**src/rtl/sbsr_pkg.sv**
```systemverilog
// package for the status byte and service request block
package sbsr_pkg;
    localparam int SBSR_W = 8;
    // status byte field positions
    localparam int SBSR_TEST_SUM_BIT = 3;
    localparam int SBSR_MSG_AVAIL_BIT = 4;
    localparam int SBSR_EVENT_SUM_BIT = 5;
    localparam int SBSR_MASTER_BIT = 6;
    // writable bits of the service request enable
    localparam logic [7:0] SBSR_SRE_MASK = 8'h38;
    localparam logic [7:0] SBSR_SRE_RST = 8'h00;
    localparam logic [7:0] SBSR_REG_RST = 8'h00;

    // event sources and their enables
    typedef struct packed {
        logic [7:0] std_event;
        logic [7:0] event_enable;
        logic [7:0] test_status;
        logic [7:0] test_enable;
    } sbsr_src_t;

    // host access strobes
    typedef struct packed {
        logic sre_wr;
        logic [7:0] sre_wdata;
        logic std_event_rd;
        logic test_status_rd;
    } sbsr_cmd_t;
endpackage : sbsr_pkg

```
**src/rtl/sbsr_summary.sv**
```systemverilog
// any-enabled-bit summary of a status register and its enable
`timescale 1ns/10ps
module sbsr_summary #(
    parameter int W = 8
) (
    // register and enable
    input wire logic [W-1:0] status,
    input wire logic [W-1:0] enable,
    // summary
    output logic summary
);
    assign summary = |(status & enable);
endmodule : sbsr_summary

```
**src/rtl/sbsr_top.sv**
```systemverilog
// status byte, service request enable and service request line
//
// Contract
// - master summary set when enabled bit set
// - master summary recomputed on any change
// - event summary from enabled standard events
// - enabled summary raises request and master summary
// - message available follows pending output
// - test summary from enabled test status
// - test summary exists only in analyzer
// - serial poll bit6 request, query master
// - enable writable only for bits 5,4,3
// - master and request bits always zero in enable
// - service request line driven by request
// - event enable gates same position
// - test enable gates same position
// - reading event registers clears them
`timescale 1ns/10ps
module sbsr_top
    import sbsr_pkg::*;
#(
    parameter bit IS_ANALYZER = 1'b1
) (
    // clock and reset
    input wire logic sys_clk,
    input wire logic rst_n,
    // event inputs, one-cycle set pulses; output_pending is a level
    input wire logic [7:0] std_event_set,
    input wire logic [7:0] test_status_set,
    input wire logic output_pending,
    // enables from the command layer
    input wire logic [7:0] event_enable_in,
    input wire logic [7:0] test_enable_in,
    // host access
    input wire sbsr_pkg::sbsr_cmd_t cmd,
    // readback
    output logic [7:0] std_event_rdata,
    output logic [7:0] test_status_rdata,
    output logic [7:0] service_request_enable,
    output logic [7:0] status_byte_query,
    output logic [7:0] status_byte_poll,
    // gpib service request, open drain
    output logic srq_o,
    output logic srq_oe
);
    import sbsr_pkg::*;

    typedef struct packed {
        logic [7:0] std_event;
        logic [7:0] test_status;
        logic [7:0] sre;
        logic [7:0] event_enable;
        logic [7:0] test_enable;
        logic [7:0] query_q;
        logic [7:0] poll_q;
        logic [7:0] sev_rd;
        logic [7:0] tst_rd;
        logic srq;
    } sbsr_state_t;

    sbsr_state_t st_q;
    sbsr_state_t st_d;
    logic event_sum;
    logic test_sum_raw;
    logic [7:0] sb;
    logic master_sum;

    // event summary, same bit position gating
    sbsr_summary #(.W(SBSR_W)) u_event_sum (
        .status(st_q.std_event),
        .enable(st_q.event_enable),
        .summary(event_sum)
    );

    sbsr_summary #(.W(SBSR_W)) u_test_sum (
        .status(st_q.test_status),
        .enable(st_q.test_enable),
        .summary(test_sum_raw)
    );

    always_comb begin
        sb = SBSR_REG_RST;
        sb[SBSR_EVENT_SUM_BIT] = event_sum;
        sb[SBSR_MSG_AVAIL_BIT] = output_pending;
        sb[SBSR_TEST_SUM_BIT] = IS_ANALYZER ? test_sum_raw : 1'b0;
        // master and request have no enable of their own
        master_sum = |(sb & st_q.sre & SBSR_SRE_MASK);
    end

    always_comb begin
        st_d = st_q;
        st_d.event_enable = event_enable_in;
        st_d.test_enable = IS_ANALYZER ? test_enable_in : SBSR_REG_RST;
        // read clears, but a set in the same cycle survives
        st_d.std_event = (cmd.std_event_rd ? SBSR_REG_RST : st_q.std_event)
            | std_event_set;
        st_d.test_status = ((cmd.test_status_rd ? SBSR_REG_RST : st_q.test_status)
            | test_status_set) & (IS_ANALYZER ? 8'hFF : 8'h00);
        st_d.sev_rd = st_q.std_event;
        st_d.tst_rd = st_q.test_status;
        if (cmd.sre_wr) begin
            st_d.sre = cmd.sre_wdata & SBSR_SRE_MASK;
        end
        st_d.query_q = sb;
        st_d.query_q[SBSR_MASTER_BIT] = master_sum;
        st_d.poll_q = sb;
        st_d.poll_q[SBSR_MASTER_BIT] = master_sum;
        st_d.srq = master_sum;
    end

    always_ff @(posedge sys_clk or negedge rst_n) begin
        if (!rst_n) begin
            st_q <= '0;
        end else begin
            st_q <= st_d;
        end
    end

    assign std_event_rdata = st_q.sev_rd;
    assign test_status_rdata = st_q.tst_rd;
    assign service_request_enable = st_q.sre;
    assign status_byte_query = st_q.query_q;
    assign status_byte_poll = st_q.poll_q;
    assign srq_o = 1'b0;
    assign srq_oe = st_q.srq;
endmodule : sbsr_top

```
**config.mk**
```make
export PLATFORM = sky130hd
export DESIGN_NAME = sbsr_top
export DESIGN_NICKNAME = d
export VERILOG_FILES = /design/src/rtl/sbsr_pkg.sv /design/src/rtl/sbsr_summary.sv /design/src/rtl/sbsr_top.sv
export SDC_FILE = /design/constraint.sdc
export NUM_CORES = 1
export LEC_CHECK = 0
export ABC_AREA = 1
export BUFFER_PORTS_ARGS = -buffer_cell sky130_fd_sc_hd__buf_2
export CORE_MARGIN = 5
export CORE_UTILIZATION = 46
export DETAILED_ROUTE_END_ITERATION = 12
export PLACE_DENSITY = 0.85
export SETUP_SLACK_MARGIN = 0.2
export SYNTH_ARGS = -nofsm -noshare
export SYNTH_HDL_FRONTEND = slang
export SYNTH_SLANG_ARGS = --single-unit
```
**constraint.sdc**
```tcl
create_clock -name sys_clk -period 1.25 [get_ports sys_clk]
set_clock_uncertainty 0.2 [all_clocks]
set_input_delay 0.1875 -clock sys_clk [delete_from_list [all_inputs] [get_ports sys_clk]]
set_output_delay 0.1875 -clock sys_clk [all_outputs]
set_load 0.005 [all_outputs]
```
==> Yosys cells after proc, flatten, opt, wreduce, memory -nomap -nowiden <==
Index checks and enable logic that the tools add are counted.
{ "word_totals": {"out_inout_bits": 42, "regBits": 56} }
{ "classes": {"bitwise": 5, "n_reduce_logical": 3, "mux": 2} }
{ "op_table": {"columns": ["operator", "n"], "rows": [
  ["bitwise AND 8 bit", 2],
  ["two-way mux 8 bit", 2],
  ["OR 8 bit", 2],
  ["OR reduction 8 bit", 2],
  ["bitwise AND 6 bit", 1],
  ["OR reduction 3 bit", 1]
]} }

==> Logic depth before layout (Yosys ltp) <==
{ "depth": {"ltp_word": 4, "mapped_depth": 6, "ltp_nobuf": 6} }

==> Hierarchy <==
A second synthesis with hierarchy kept.
{ "unflattened": {"hier_cells": 174, "hier_area_um2": 2117.0} }
{ "by_module_without_submodules": {"columns": ["module", "cells_per_inst", "area_per_inst_um2", "instances"], "rows": [
  ["sbsr_top", 144, 2004.4, 1],
  ["sbsr_summary", 15, 56.3, 2]
]} }

==> Worst setup path after synthesis <==
Ideal clock, no wire load.
{ "synth_timing": {"path_kind": "reg-to-reg", "startpoint": "reg st_q, in the netlist st_d[16]", "endpoint": "reg st_q, in the netlist status_byte_query[6]", "stages_incl_launch_ff": 7, "slack_ns": 0.206, "n_path_buf": 0, "t_required_ns": 0.926, "t_arrival_ns": 0.720, "setup_ns": 0.124, "path_cell_list": "dfrtp_1 -> nand2_1 -> nand2_1 -> nor2_1 -> nand2_1 -> nand2_1 -> nand3_1"} }
{ "synth_between": {"elab_chain_len": 4} }
{ "synth_rtl": {"columns": ["element", "line_no", "source"], "rows": [
  ["start, declared", "sbsr_top.sv:61", "sbsr_state_t st_q;"],
  ["start signal, assigned", "sbsr_top.sv:115", "st_q <= st_d;"],
  ["bitwise AND 8 bit", "sbsr_summary.sv:12", "assign summary = |(status & enable);"],
  ["OR reduction 8 bit", "sbsr_summary.sv:12", null],
  ["named net event_sum", "sbsr_top.sv:63", "logic event_sum;"],
  ["bitwise AND 6 bit", "sbsr_top.sv:87", "master_sum = |(sb & st_q.sre & SBSR_SRE_MASK);"],
  ["OR reduction 3 bit", "sbsr_top.sv:87", null],
  ["named net master_sum", "sbsr_top.sv:66", "logic master_sum;"]
]} }
The timed path passes the listed nets, and every way through them passes these cells.
A chain may end at the register's enable or synchronous reset.

==> Final worst setup path <==
{ "layout_timing": {"startpoint": "reg st_q, in the netlist service_request_enable[5]", "endpoint": "out service_request_enable[5]"} }
{ "layout_rtl": {"columns": ["element", "line_no", "source"], "rows": [
  ["end, declared", "sbsr_top.sv:39", "output logic [7:0] service_request_enable,"]
]} }
No word-level cell between the ends.

==> summary.txt <==
Run status
  • Outcome: finished with violations
  • Failing checks: hold timing

Synth
  • Gate Count Post-Synth: 168
  • Asr flop ratio synth: 100.0%
  • Mux cell area share after synthesis: 1.655%
  • Post-synth top flop: dfrtp_1
  • Distinct cells, synth: 10
  • Yosys warnings: 0
  • Synth area leaders: dfrtp_1, buf_4, o21bai_1
  • Fraction of the yosys area taken by sequential cells: 67.44%
  • Share of Yosys cell area claimed by the top area cell type: 67.44%
  • Largest family of logic cells by synthesized area: buffers and inverters
  • Post-synthesis simple-gate area fraction: 6.315%
  • Post-synthesis compound-gate area fraction: 5.886%
  • Post-synth EDFFs: 0
  • Post-Synth Adder-Cell Area: 0%
  • Syn avg cell area: 12.15 um^2
  • Post-Synth XOR/XNOR Area: 0%
  • Post-synthesis register bit count: 55
  • Leading area contributor after synthesis: dfrtp_1
  • Synth Cell Area: 2041 um^2
  • Cell with the most instances after synthesis: dfrtp_1
  • Synth cell count leaders: dfrtp_1, buf_4, nand2_1

Global routing
  • Pin count of the biggest net entering global routing: 56
  • First-pass GRT wire length: 6.796 mm
  • Vias in the first global route: 1467
  • Gr usage total: 14.63%
  • Initial antenna violation count: 0
  • Grt ovf: 0

Finish
  • Fraction of layout instances using a drive strength above 1: 36.36%
  • Number of nets in the layout: 309
  • Post-layout util: 64.61%
  • Antenna cell count: 0
  • Fill cell count: 333
  • P&R area growth vs syn: 36.91%
  • Fin area: 2794 um^2

Pwr
  • Leakage: 1.458 nW
  • PD cells: 1217 nW/um^2
  • Worst-case vdd ir drop: 0.7344 mV

Timing
  • Period Utilization, post-route: 98.01%
  • Final worst slack: 0.02486 ns
  • RSZ-0062 raised after global routing: true
  • Max Freq: 0.8162 GHz
  • Setup violators final: 0
  • Fin. Hold Viols: 3
  • Post-layout minimum cycle time: 1.225 ns
  • Fin Hold WS: -0.07590 ns
  • Max Transition Viols Final: 0

Clock network
  • Worst-skew pair later-pin latency: 0.30 ns
  • CTS tree: done
  • Clock edge transition at the registers on the reported setup and hold paths: 0.09 ns
  • Cts hold-fix bufs: 36
  • Root Buffer: clkbuf_8
  • H-tree depth: 2
  • Clock buffer depth: 2
  • CTS sink cnt: 55
  • Number of CTS-inserted buffers: 5

Worst setup path
  • CP peak stage delay: 0.40 ns
  • Worst setup EP type: primary output
  • Slowest cell on the critical path: dfrtp_1
  • Worst setup path class: reg -> out
  • Startpoint types: flop
  • Maximum fanout along the worst path: 2
  • Worst-path cell chain: buf_2
  • WP buf/inv: 1
  • Worst path arrival time: 0.84 ns
  • Critical path data required time: 0.86 ns
  • Delay-heaviest family, CP: flip-flops

Run
  • # Max-Cap Violations: 0

Die
  • Initial Util: 47.19%
  • # IOs: 88
  • Core area: 4324 um^2
  • Rows: 24
  • Die span in x: 76.61 um
  • DIE HEIGHT: 76.61 um
  • Full die area: 5868 um^2

Placement
  • HPWL Detailed: 2.467 mm
  • Dpl ws: 0.05535 ns
  • Port Buffers: 68
  • Placed Area: 2197 um^2
  • RD Place Congestion: 0.7471

Drt
  • DRT Pass-1 Iters: 5
  • Via density: 4.275
  • Total Routed Length: 4.150 mm
  • DRC Markers: 0
  • Routed WL per cell: 13.13 um
  • Via count: 1351
  • DRT antenna net count: 0
  • Initial DRC Count: 68

Hold path
  • HP Class: in -> reg
cell usage in the layout (no fill, tap or decap):
cell and instances:
buf_12 1, buf_2 67, buf_4 9, buf_6 5, clkbuf_8 6, clkinv_4 1
clkinvlp_4 1, conb_1 14, dfrtp_1 55, dlygate4sd3_1 36, inv_1 16, mux2_4 3
nand2_1 28, nand2_2 1, nand3_1 1, nor2_1 2, nor2_2 2, o21bai_1 16
metrics by stage:
| step | setup TNS (ns) | power [W] | hold slack (ns) | instances |
|---|---|---|---|---|
| 6_report | 0 | 0.003401 | -0.07590 | 316 |
| 5_1_grt | -0.09849 | 0.003581 | -0.09335 | 316 |
| 4_1_cts | 0 | 0.003391 | -0.08763 | 314 |
| 3_5_place_dp | 0 | 0.002265 | 0.007409 | 259 |
| 3_3_place_gp | 0 | 0.002250 | -0.0008404 | 259 |
| 2_1_floorplan | 0 | 0.002185 | -0.3081 | 181 |
cells by family (layout without fill, tap and decap cells):
family,Yosys count,in the layout
AND/OR/NAND/NOR,34,34
buffers and inverters,59,142
other,1,14
flip-flops,55,55
multiplexers,3,3
AO/OA/AOI/OAI,16,16
worst paths after layout:
| kind | from | endpoint | slack [ns] | cells after the start |
|---|---|---|---|---|
| worst max register to register | st_d[12] | status_byte_query[6] | 0.06 | 6 |
| worst min register to register | st_d[16] | std_event_rdata[7] | 0.21 | 0 |
| worst max-delay path | service_request_enable[5] | service_request_enable[5] | 0.02 | 1 |
| worst min-delay path | cmd[6] | service_request_enable[4] | -0.08 | 2 |
| min in group asynchronous | rst_n | std_event_rdata[7] | 0.21 | 3 |
| max in group asynchronous | rst_n | st_q[33] | 0.40 | 3 |
power breakdown:
part	switching, W	internal [W]
Combinational	0.000187	0.000269
Sequential	0.0000483	0.00189
Clock	0.000553	0.000453
state kept, by name, summed over array words and instances (netlist names):
register,cells
status_byte_query,4
st_d,16
service_request_enable,3
st_q,16
std_event_rdata,8
test_status_rdata,8
area by class of cell:
type	instances	area (um^2)	area share, %
sequential	55	1376	49.26
timing repair buffer	118	839.6	30.05
multi-input combinational	67	354.1	12.67
clock buffer	6	82.58	2.956
tap	52	65.06	2.329
inverter	16	60.06	2.150
clock inverter	2	16.27	0.5822
what timing repair did:
item                       4_1_cts  5_1_grt
setup endpoints to repair       31       37
pin swaps                        7        8
resized for setup                0       13
buffers inserted                11        2
hold endpoints to repair        92        3
per-layer routing:
metal,vias up,wire length [um],global-route usage [%]
met5,-,0,0
met1,640,1608,15.75
met4,0,78,6.469
li1,648,-,-
met2,57,2186,26.20
met3,6,277,4.374
No activity file was read; power rests on OpenSTA's default activity.
